`config.mk`:
```
export PLATFORM = sky130hd
export DESIGN_NAME = icap_top
export DESIGN_NICKNAME = d
export VERILOG_FILES = /design/src/include/icap_pkg.sv /design/src/include/icap_ch_if.sv /design/src/verilog/icap_top.sv /design/src/verilog/icap_timer.sv /design/src/verilog/icap_chan.sv
export SDC_FILE = /design/constraint.sdc
export NUM_CORES = 1
export LEC_CHECK = 0
export BUFFER_PORTS_ARGS = -buffer_cell sky130_fd_sc_hd__clkbuf_2
export CORE_MARGIN = 4
export CORE_UTILIZATION = 35
export CTS_BUF_LIST = sky130_fd_sc_hd__clkbuf_4 sky130_fd_sc_hd__clkbuf_8
export CTS_CLUSTER_SIZE = 24
export DETAILED_ROUTE_END_ITERATION = 10
export MAX_ROUTING_LAYER = met4
export SLEW_MARGIN = 30
export SYNTH_ARGS = -nofsm -noshare
export SYNTH_HDL_FRONTEND = slang
export SYNTH_SLANG_ARGS = --single-unit
export TNS_END_PERCENT = 50
```
`constraint.sdc`:
```
create_clock -name core_clk -period 2.65 [get_ports core_clk]
set_clock_uncertainty 0.1 [all_clocks]
set_input_delay 0.265 -clock core_clk [delete_from_list [all_inputs] [get_ports core_clk]]
set_output_delay 0.265 -clock core_clk [all_outputs]
set_load 0.03 [all_outputs]
```
`src/include/icap_pkg.sv`:
```
package icap_pkg;

  // ----------------------------------------------------------------
  // Register map (byte addresses on the APB side)
  // ----------------------------------------------------------------
  localparam int unsigned ADDR_W = 12;
  localparam logic [11:0] OFF_TCON_A = 12'h000;
  localparam logic [11:0] OFF_TCON_B = 12'h004;
  localparam logic [11:0] OFF_TCNT_A = 12'h008;
  localparam logic [11:0] OFF_TCNT_B = 12'h00C;
  localparam logic [11:0] OFF_CH_BASE = 12'h010;
  localparam int unsigned CH_STRIDE_LOG2 = 3;
  localparam int unsigned CH_SUB_BIT = 2;
  localparam int unsigned MAX_CH = 8;

  // ----------------------------------------------------------------
  // Timer control fields
  // ----------------------------------------------------------------
  localparam int unsigned TC_RUN = 15;
  localparam int unsigned TC_IDLE = 13;
  localparam int unsigned TC_GATE = 6;
  localparam int unsigned TC_PS_LO = 4;
  localparam int unsigned TC_PAIR = 3;
  localparam int unsigned TC_CS = 1;
  localparam logic [15:0] TCON_A_WMASK = 16'hA07A;
  localparam logic [15:0] TCON_B_WMASK = 16'hA072;
  localparam logic [15:0] TCON_RESET = 16'h0000;
  localparam logic [1:0] PS_DIV1 = 2'h0;
  localparam logic [1:0] PS_DIV8 = 2'h1;
  localparam logic [1:0] PS_DIV64 = 2'h2;
  localparam logic [7:0] PS_LIM_DIV1 = 8'h00;
  localparam logic [7:0] PS_LIM_DIV8 = 8'h07;
  localparam logic [7:0] PS_LIM_DIV64 = 8'h3F;
  localparam logic [7:0] PS_LIM_DIV256 = 8'hFF;

  // ----------------------------------------------------------------
  // Capture channel control fields and mode codes
  // ----------------------------------------------------------------
  localparam int unsigned CC_SIDL = 13;
  localparam int unsigned CC_TSEL = 7;
  localparam int unsigned CC_ICI_LO = 5;
  localparam int unsigned CC_OV = 4;
  localparam int unsigned CC_BNE = 3;
  localparam logic [15:0] CC_WMASK = 16'h20E7;
  localparam logic [15:0] CC_RESET = 16'h0000;
  localparam logic [2:0] CM_OFF = 3'h0;
  localparam logic [2:0] CM_BOTH = 3'h1;
  localparam logic [2:0] CM_FALL = 3'h2;
  localparam logic [2:0] CM_RISE = 3'h3;
  localparam logic [2:0] CM_RISE4 = 3'h4;
  localparam logic [2:0] CM_RISE16 = 3'h5;
  localparam logic [2:0] CM_WAKE = 3'h7;
  localparam logic [3:0] CAP_PS_LIM4 = 4'h3;
  localparam logic [3:0] CAP_PS_LIM16 = 4'hF;
  localparam int unsigned FIFO_DEPTH = 4;

endpackage : icap_pkg

```
`src/include/icap_ch_if.sv`:
```
`timescale 1ns/10ps
`default_nettype none
interface icap_ch_if;
  logic [15:0] ctl;  // Writable control bits
  logic pop;         // Remove oldest entry
  logic [15:0] head; // Oldest captured value
  logic bne;         // Buffer not empty
  logic ov;          // Overflow seen
  logic irq;         // Interrupt pulse
  logic wake;        // Wake request pulse
  modport ctrl (output ctl, output pop, input head, input bne, input ov, input irq,
    input wake);
  modport chan (input ctl, input pop, output head, output bne, output ov, output irq,
    output wake);
endinterface : icap_ch_if
`default_nettype wire

```
`src/verilog/icap_top.sv`:
```
// Chosen here: register access over APB and the register offsets.
`timescale 1ns/10ps
`default_nettype none

module icap_top
  import icap_pkg::*;
#(
  parameter int unsigned NCH = MAX_CH
)(
  input wire logic core_clk,                    // 250 MHz clock
  input wire logic sys_rst,                     // Sync reset, high
  input wire logic psel,                        // APB select
  input wire logic penable,                     // APB enable
  input wire logic pwrite,                      // APB direction
  input wire logic [ADDR_W-1:0] paddr,          // APB byte address
  input wire logic [31:0] pwdata,               // APB write data
  output logic [31:0] prdata,                   // APB read data
  output logic pready,                          // APB ready
  output logic pslverr,                         // Unmapped access
  input wire logic [NCH-1:0] capture_input_pin, // Capture inputs
  input wire logic [1:0] timer_ext_clock_pin,   // Ext clock/gate A, B
  input wire logic cpu_idle,                    // Device in Idle
  input wire logic cpu_sleep,                   // Device in Sleep
  output logic [NCH-1:0] capture_irq,           // Per-channel interrupts
  output logic [1:0] dma_req,                   // DMA, channels 0-1
  output logic wake_req                         // Wake from low power
);

  // ----------------------------------------------------------------
  // Elaboration checks
  // ----------------------------------------------------------------
  // DMA needs two channels; the map only has room for eight
  initial begin
    if (NCH < 2 || NCH > MAX_CH) $error("NCH must be 2..8");
  end

  // ----------------------------------------------------------------
  // Declarations
  // ----------------------------------------------------------------
  logic [15:0] tcon_a_reg;
  logic [15:0] tcon_b_reg;
  logic [15:0] ch_ctl_reg [NCH];
  logic [15:0] tcnt_a;
  logic [15:0] tcnt_b;
  logic [NCH-1:0] ch_irq;
  logic [NCH-1:0] ch_wake;
  logic [NCH-1:0] pop_reg;
  logic [NCH-1:0] pop_next;
  logic access;
  logic prep;
  logic done;
  logic wr_done;
  logic [ADDR_W-1:0] ch_off;
  logic [2:0] ch_idx;
  logic ch_hit;
  logic buf_sel;
  logic mapped;
  logic [31:0] rd_next;
  logic tcnt_a_wr;
  logic tcnt_b_wr;
  logic [15:0] chif_head [NCH];
  logic [NCH-1:0] chif_bne;
  logic [NCH-1:0] chif_ov;

  icap_ch_if chif [NCH] ();

  // ----------------------------------------------------------------
  // APB handshake
  // ----------------------------------------------------------------
  // One wait state lets read data and pop intent settle from flops
  assign access = psel & penable;
  assign prep = access & !pready;
  assign done = access & pready;
  assign wr_done = done & pwrite;

  always_ff @(posedge core_clk) begin
    if (sys_rst) pready <= 1'b0;
    else pready <= prep;
  end

  // ----------------------------------------------------------------
  // Address decode
  // ----------------------------------------------------------------
  // Channels sit at base + 8*n: control word, then buffer word
  assign ch_off = paddr - OFF_CH_BASE;
  assign ch_idx = ch_off[CH_STRIDE_LOG2 +: 3];
  assign buf_sel = ch_off[CH_SUB_BIT];
  assign ch_hit = (paddr >= OFF_CH_BASE) && (paddr[1:0] == 2'h0)
    && (ch_off < ADDR_W'(NCH << CH_STRIDE_LOG2));
  assign mapped = ch_hit || paddr == OFF_TCON_A || paddr == OFF_TCON_B
    || paddr == OFF_TCNT_A || paddr == OFF_TCNT_B;

  // ----------------------------------------------------------------
  // Read mux and pop intent
  // ----------------------------------------------------------------
  // Pop is decided when data is sampled, so a capture landing between
  // the two access cycles can never be popped unseen
  always_comb begin
    rd_next = 32'h0000_0000;
    pop_next = '0;
    if (paddr == OFF_TCON_A) rd_next = {16'h0000, tcon_a_reg};
    else if (paddr == OFF_TCON_B) rd_next = {16'h0000, tcon_b_reg};
    else if (paddr == OFF_TCNT_A) rd_next = {16'h0000, tcnt_a};
    else if (paddr == OFF_TCNT_B) rd_next = {16'h0000, tcnt_b};
    else if (ch_hit) begin
      for (int i = 0; i < NCH; i++) begin
        if (ch_idx == 3'(i)) begin
          if (buf_sel) begin
            rd_next = {16'h0000, chif_head[i]};
            pop_next[i] = !pwrite & chif_bne[i];
          end else begin
            rd_next = {16'h0000, ch_ctl_reg[i]};
            rd_next[CC_OV] = chif_ov[i];
            rd_next[CC_BNE] = chif_bne[i];
          end
        end
      end
    end
  end

  // Read data and error captured in the wait state
  always_ff @(posedge core_clk) begin
    if (sys_rst) begin
      prdata <= 32'h0000_0000;
      pslverr <= 1'b0;
    end else if (prep) begin
      prdata <= pwrite ? 32'h0000_0000 : rd_next;
      pslverr <= !mapped;
    end
  end

  // Pop intent held until the completing edge
  always_ff @(posedge core_clk) begin
    if (sys_rst) pop_reg <= '0;
    else if (prep) pop_reg <= pop_next;
    else if (done) pop_reg <= '0;
  end

  // ----------------------------------------------------------------
  // Timer control registers
  // ----------------------------------------------------------------
  // Unimplemented bits are masked so they read as zero
  always_ff @(posedge core_clk) begin
    if (sys_rst) tcon_a_reg <= TCON_RESET;
    else if (wr_done && paddr == OFF_TCON_A) tcon_a_reg <= pwdata[15:0] & TCON_A_WMASK;
  end

  // Second time base control; its run bit gates the counter
  always_ff @(posedge core_clk) begin
    if (sys_rst) tcon_b_reg <= TCON_RESET;
    else if (wr_done && paddr == OFF_TCON_B) tcon_b_reg <= pwdata[15:0] & TCON_B_WMASK;
  end

  assign tcnt_a_wr = wr_done && paddr == OFF_TCNT_A;
  assign tcnt_b_wr = wr_done && paddr == OFF_TCNT_B;

  // ----------------------------------------------------------------
  // Time bases
  // ----------------------------------------------------------------
  // Pair mode bit is stored only; each time base counts 16 bits.
  // Software keeps idle halt clear when pairing for Idle.
  icap_timer u_time_base_a (
    .core_clk(core_clk),
    .sys_rst(sys_rst),
    .ctl(tcon_a_reg),
    .cnt_wr(tcnt_a_wr),
    .cnt_wdata(pwdata[15:0]),
    .ext_pin(timer_ext_clock_pin[0]),
    .cpu_idle(cpu_idle),
    .cpu_sleep(cpu_sleep),
    .count(tcnt_a)
  );

  // Second time base with its own pin and prescaler
  icap_timer u_time_base_b (
    .core_clk(core_clk),
    .sys_rst(sys_rst),
    .ctl(tcon_b_reg),
    .cnt_wr(tcnt_b_wr),
    .cnt_wdata(pwdata[15:0]),
    .ext_pin(timer_ext_clock_pin[1]),
    .cpu_idle(cpu_idle),
    .cpu_sleep(cpu_sleep),
    .count(tcnt_b)
  );

  // ----------------------------------------------------------------
  // Capture channels
  // ----------------------------------------------------------------
  for (genvar g = 0; g < NCH; g++) begin : g_ch
    // Channel control word; status bits are read-only
    always_ff @(posedge core_clk) begin
      if (sys_rst) ch_ctl_reg[g] <= CC_RESET;
      else if (wr_done && ch_hit && !buf_sel && ch_idx == 3'(g)) begin
        ch_ctl_reg[g] <= pwdata[15:0] & CC_WMASK;
      end
    end

    assign chif[g].ctl = ch_ctl_reg[g];
    assign chif[g].pop = pop_reg[g] & done;
    assign chif_head[g] = chif[g].head;
    assign chif_bne[g] = chif[g].bne;
    assign chif_ov[g] = chif[g].ov;
    assign ch_irq[g] = chif[g].irq;
    assign ch_wake[g] = chif[g].wake;

    icap_chan #(
      .DEPTH(FIFO_DEPTH)
    ) u_chan (
      .core_clk(core_clk),
      .sys_rst(sys_rst),
      .pin(capture_input_pin[g]),
      .tb_a(tcnt_a),
      .tb_b(tcnt_b),
      .cpu_idle(cpu_idle),
      .cpu_sleep(cpu_sleep),
      .ch(chif[g])
    );
  end

  // ----------------------------------------------------------------
  // Event outputs
  // ----------------------------------------------------------------
  // Each channel drives its own interrupt line, usable as an
  // extra external interrupt source
  always_ff @(posedge core_clk) begin
    if (sys_rst) capture_irq <= '0;
    else capture_irq <= ch_irq;
  end

  // Only the first two channels reach DMA; software sets one
  // capture per interrupt so each request moves one word
  always_ff @(posedge core_clk) begin
    if (sys_rst) dma_req <= 2'h0;
    else dma_req <= ch_irq[1:0];
  end

  // Any channel event in Sleep or Idle asks for wake-up
  always_ff @(posedge core_clk) begin
    if (sys_rst) wake_req <= 1'b0;
    else wake_req <= |ch_wake;
  end

endmodule : icap_top
`default_nettype wire

```
`src/verilog/icap_timer.sv`:
```
`timescale 1ns/10ps
`default_nettype none
module icap_timer
  import icap_pkg::*;
(
  input wire logic core_clk,        // System clock
  input wire logic sys_rst,         // Sync reset
  input wire logic [15:0] ctl,      // Timer control word
  input wire logic cnt_wr,          // Load counter
  input wire logic [15:0] cnt_wdata, // Load value
  input wire logic ext_pin,         // External clock / gate pin
  input wire logic cpu_idle,        // Device in Idle
  input wire logic cpu_sleep,       // Device in Sleep
  output logic [15:0] count         // Counter value
);
  logic ext_prev_reg;
  logic [7:0] ps_reg;
  logic [7:0] ps_lim;
  logic halted;
  logic tick;

  // Prescale limit per code
  always_comb begin
    case (ctl[TC_PS_LO +: 2])
      PS_DIV1: ps_lim = PS_LIM_DIV1;
      PS_DIV8: ps_lim = PS_LIM_DIV8;
      PS_DIV64: ps_lim = PS_LIM_DIV64;
      default: ps_lim = PS_LIM_DIV256;
    endcase
  end

  // Run, idle halt; internal clock stops in Sleep
  assign halted = !ctl[TC_RUN] | (cpu_idle & ctl[TC_IDLE])
    | (cpu_sleep & !ctl[TC_CS]);
  // Pin edge when external, gate level ignored then
  assign tick = ctl[TC_CS] ? (ext_pin & !ext_prev_reg)
    : (ctl[TC_GATE] ? ext_pin : 1'b1);

  // Pin history for edge detection
  always_ff @(posedge core_clk) begin
    if (sys_rst) ext_prev_reg <= 1'b0;
    else ext_prev_reg <= ext_pin;
  end

  // Prescaler and counter
  always_ff @(posedge core_clk) begin
    if (sys_rst) begin
      ps_reg <= 8'h00;
      count <= 16'h0000;
    end else begin
      if (!ctl[TC_RUN]) ps_reg <= 8'h00;
      else if (!halted && tick) begin
        if (ps_reg >= ps_lim) ps_reg <= 8'h00;
        else ps_reg <= ps_reg + 8'h01;
      end
      if (cnt_wr) count <= cnt_wdata;
      else if (!halted && tick && ps_reg >= ps_lim) count <= count + 16'h0001;
    end
  end
endmodule : icap_timer
`default_nettype wire

```
`src/verilog/icap_chan.sv`:
```
`timescale 1ns/10ps
`default_nettype none
module icap_chan
  import icap_pkg::*;
#(
  parameter int unsigned DEPTH = FIFO_DEPTH
)(
  input wire logic core_clk,    // System clock
  input wire logic sys_rst,     // Sync reset
  input wire logic pin,         // Capture input
  input wire logic [15:0] tb_a, // Time base A
  input wire logic [15:0] tb_b, // Time base B
  input wire logic cpu_idle,    // Device in Idle
  input wire logic cpu_sleep,   // Device in Sleep
  icap_ch_if.chan ch            // Control side
);
  localparam int unsigned PW = $clog2(DEPTH);
  initial begin
    if (DEPTH < 2 || (1 << PW) != DEPTH) $error("DEPTH must be a power of two");
  end

  logic pin_prev_reg;
  logic [3:0] cps_reg;
  logic [1:0] ici_reg;
  logic [15:0] mem_reg [DEPTH];
  logic [PW-1:0] wp_reg;
  logic [PW-1:0] rp_reg;
  logic [PW:0] cnt_reg;
  logic ov_reg;
  logic [2:0] mode;
  logic rise, fall, lowpow, active, hit, cap, full, push, pop, irq7;

  assign mode = ch.ctl[2:0];
  assign rise = pin & !pin_prev_reg;
  assign fall = !pin & pin_prev_reg;
  assign lowpow = cpu_idle | cpu_sleep;
  assign full = (cnt_reg == (PW+1)'(DEPTH));
  assign active = !(cpu_idle & ch.ctl[CC_SIDL]);

  // Event qualification per mode
  always_comb begin
    case (mode)
      CM_BOTH: hit = rise | fall;
      CM_FALL: hit = fall;
      CM_RISE: hit = rise;
      CM_RISE4: hit = rise && cps_reg == CAP_PS_LIM4;
      CM_RISE16: hit = rise && cps_reg == CAP_PS_LIM16;
      default: hit = 1'b0;
    endcase
  end
  assign cap = active & hit;
  assign push = cap & !full;
  assign pop = ch.pop & (cnt_reg != '0);
  assign irq7 = (mode == CM_WAKE) & lowpow & rise;

  // Edge history and capture prescaler
  always_ff @(posedge core_clk) begin
    if (sys_rst) begin
      pin_prev_reg <= 1'b0;
      cps_reg <= 4'h0;
    end else begin
      pin_prev_reg <= pin;
      if (mode != CM_RISE4 && mode != CM_RISE16) cps_reg <= 4'h0;
      else if (rise && active) begin
        if (hit) cps_reg <= 4'h0;
        else cps_reg <= cps_reg + 4'h1;
      end
    end
  end

  // FIFO, oldest first; full FIFO keeps its entries
  always_ff @(posedge core_clk) begin
    if (sys_rst) begin
      wp_reg <= '0;
      rp_reg <= '0;
      cnt_reg <= '0;
    end else begin
      if (push) begin
        mem_reg[wp_reg] <= ch.ctl[CC_TSEL] ? tb_a : tb_b;
        wp_reg <= wp_reg + 1'b1;
      end
      if (pop) rp_reg <= rp_reg + 1'b1;
      cnt_reg <= cnt_reg + (PW+1)'(push) - (PW+1)'(pop);
    end
  end

  // Overflow: set wins over the clear by mode off
  always_ff @(posedge core_clk) begin
    if (sys_rst) ov_reg <= 1'b0;
    else if (cap && full) ov_reg <= 1'b1;
    else if (mode == CM_OFF) ov_reg <= 1'b0;
  end

  // Captures-per-interrupt counter
  always_ff @(posedge core_clk) begin
    if (sys_rst || mode == CM_OFF) ici_reg <= 2'h0;
    else if (cap) begin
      if (ici_reg == ch.ctl[CC_ICI_LO +: 2]) ici_reg <= 2'h0;
      else ici_reg <= ici_reg + 2'h1;
    end
  end

  assign ch.irq = irq7 | (cap & (mode == CM_BOTH
    || ici_reg == ch.ctl[CC_ICI_LO +: 2]));
  assign ch.wake = lowpow & (cap | irq7);
  assign ch.head = mem_reg[rp_reg];
  assign ch.bne = (cnt_reg != '0);
  assign ch.ov = ov_reg;
endmodule : icap_chan
`default_nettype wire

```
==> reports/results.tsv <==
metric	value	unit
CTS tree	yes	
Setup violations, final	0	
Worst-Margin Slew	0.912	ns
Top FF cell, synth	edfxtp_1	
CTS Buffer Depth	3	
Die W	333	um
Yosys top cell by area	edfxtp_1	
Slew Viols, Final	0	
CTS sink cnt	802	
synth warn	0	
# IOs	106	
Distinct cells, synth	85	
status	finished, final reports clean	
Switching Power	6.27	mW
CORE AREA	104000	um^2
fmax	387	MHz
CP startpoint	ch_ctl_reg[0][9]	
CTS Buf Count	139	
WHS Path Cells	6	
pwr/cell area	600	nW/um^2
Total Routing Usage GR	20.6	%
Pint	20.4	mW
first drt pass iteration count	6	
vias	25800	
share of layout cells above drive strength 1	27.6	%
fillcell total	9640	
crit path kind	reg -> reg	
Lkg Pwr	15.9	nW
initial antenna violation count	2	
grt total ovfl	0	
WHS	0.0537	ns
Worst setup EP type	flop	
Initial DRC Count	2593	
fin cells	4677	
Initial Utilization	35.5	%
R2R depth	10	
Die H	333	um
drt drc	0	
Avg WL per Cell	24.2	um
shortest period the worst path allows	2.58	ns
Hold Startpoint	paddr[0]	
Die ar.	111000	um^2
CP startpoint kind	flop	
Synth async-reset ratio	0	%
RSZ-0062 raised after global routing	yes	
# H-tree levels	4	
combinational share of power	5.8	%
final worst-path cycle share	97.5	%
synth top area cells	edfxtp_1, dfxtp_1, mux4_2, mux2_2, ha_1	
Sw Ratio	23.5	%
Post-synth EDFFs	568	
post-synthesis cell area	37000	um^2
worst-path maximum fanout	3	
RR Startpoint	ch_ctl_reg[0][9]	
Syn Area/Cell	13.1	um^2
Largest register FFs	512	
GP Congestion	0.951	
final hold violation count	0	
HP Class	in -> reg	
largest net degree at the start of global routing	41	
HPWL after DPL	80600	um
Clk Latency, worst-skew pair	0.80	ns
top-count cell post-synth	edfxtp_1	
Yosys top cell area share	46.1	%
Post-DRT Antenna Nets	0	
vias in the first global route	24900	
Syn Inst Count	2829	
Layout area overhead	20.2	%
Slew HR	39.0	%
Clk pwr share	43.6	%
global-route wire length before repair	166000	um
Post-Route WL	113000	um
nets	3343	
register bit total from synthesis	802	
post-synthesis sequential area ratio	58.8	%
register area	21700	um^2
Reg power frac	50.7	%
area of the multi-input gates	14200	um^2
Peak VDD IR	0.000361	V
Arr. time, crit path	3.18	ns
clock root buffer	clkbuf_8	
Via density	5.51	
Cells after DPL	4377	
clock slew at reported path FFs	0.06	ns
Placement Rows	118	
# port buffers	73	
most frequent cells after synthesis	edfxtp_1, nor2_1, dfxtp_1	
Max Cap Viol	0	
Worst EP required	3.24	ns
## metal layers
layer,global-route usage (%),up-vias,wire [um],share of wire (%)
li1,-,11400,-,-
met1,28.5,12900,49600,44
met2,30.1,1233,50300,44
met3,4.21,246,9540,8.4
met4,7.31,0,3880,3.4
met5,-,-,0,0
## stage by stage
| stage | power, mW | worst slack [ns] | utilization [%] | cell area [um^2] | setup TNS, ns |
|---|---|---|---|---|---|
| floorplan | 14.5 | -0.0915 | - | 37100 | -5.03 |
| global placement | 15.2 | -0.149 | 39.3 | 41000 | -7.87 |
| detailed placement | 15.2 | -0.206 | 39.3 | 41000 | -10.28 |
| CTS | 26.9 | 0.00175 | 42.5 | 44300 | 0 |
| global route | 27.6 | -0.123 | 42.6 | 44500 | -0.203 |
| finish | 26.7 | 0.0661 | 42.7 | 44500 | 0 |
## kinds of logic after synthesis
kind of cell	synth area share [%]
buffers and inverters	3.49
flip-flops	58.8
AND/OR/NAND/NOR	10.6
multiplexers	13.2
AO/OA/AOI/OAI	8.29
XOR/XNOR	2.06
other	0.0101
adder cells (fa/ha/maj)	3.58
## final timing paths
kind	end	slack [ns]
worst max-delay path	g_ch[1].u_chan.cnt_reg[2]	0.07
worst min-delay path	tcon_a_reg[1]	0.05
worst max register to register	g_ch[1].u_chan.cnt_reg[2]	0.07
worst min register to register	tcon_a_reg[1]	0.36
## repair_timing
item                                    CTS  global route
setup buffers                             1             1
resized for setup                         0            37
cloned                                    0             0
endpoints found under the setup margin   66           222
hold endpoints to repair                134             0
hold buffers                             42             0
pin swaps                                 1            15
## cell type report
cell class	count	area share, %
clock buffers	203	5.58
clock inverters	53	0.909
well taps	1380	3.88
diodes	1	0.00563
multi-input cells	1744	31.9
inverters	93	0.785
repair buffers	401	8.04
flip-flops and latches	802	48.9
## cells in the final DEF (no fill, tap or decap), types with 71 or more instances in the layout
cell      netlist  routed
dfxtp_1       234     232
mux2i_1        79      79
inv_1          91      90
a21oi_1        83      80
edfxtp_1      568     568
mux4_2        121     121
clkbuf_8        0     153
mux2_2        121     121
and3_1         95      95
nand2_1       131     131
ha_1           93      88
o21ai_0       107     104
clkbuf_2        0      71
buf_4          20     236
nor2_1        238     237
## critical path, cell delays in order (launching register included)
cell	delay, ns
edfxtp_1	0.38
or3b_4	0.42
a2bb2oi_2	0.14
a221o_1	0.38
nor2_4	0.16
ha_4	0.14
inv_2	0.03
fa_2	0.35
xor2_2	0.18
xnor2_1	0.14
nor2_1	0.05
## power by group through the flow
stage / clock network [mW] / registers (mW) / logic, mW
4_1_cts: 11.9 / 13.5 / 1.50
3_5_place_dp: 0 / 13.8 / 1.44
3_3_place_gp: 0 / 13.8 / 1.44
2_1_floorplan: 0 / 13.7 / 0.775
5_1_grt: 12.5 / 13.5 / 1.63
6_report: 11.6 / 13.5 / 1.54
Power figures use the tool's default switching activity.
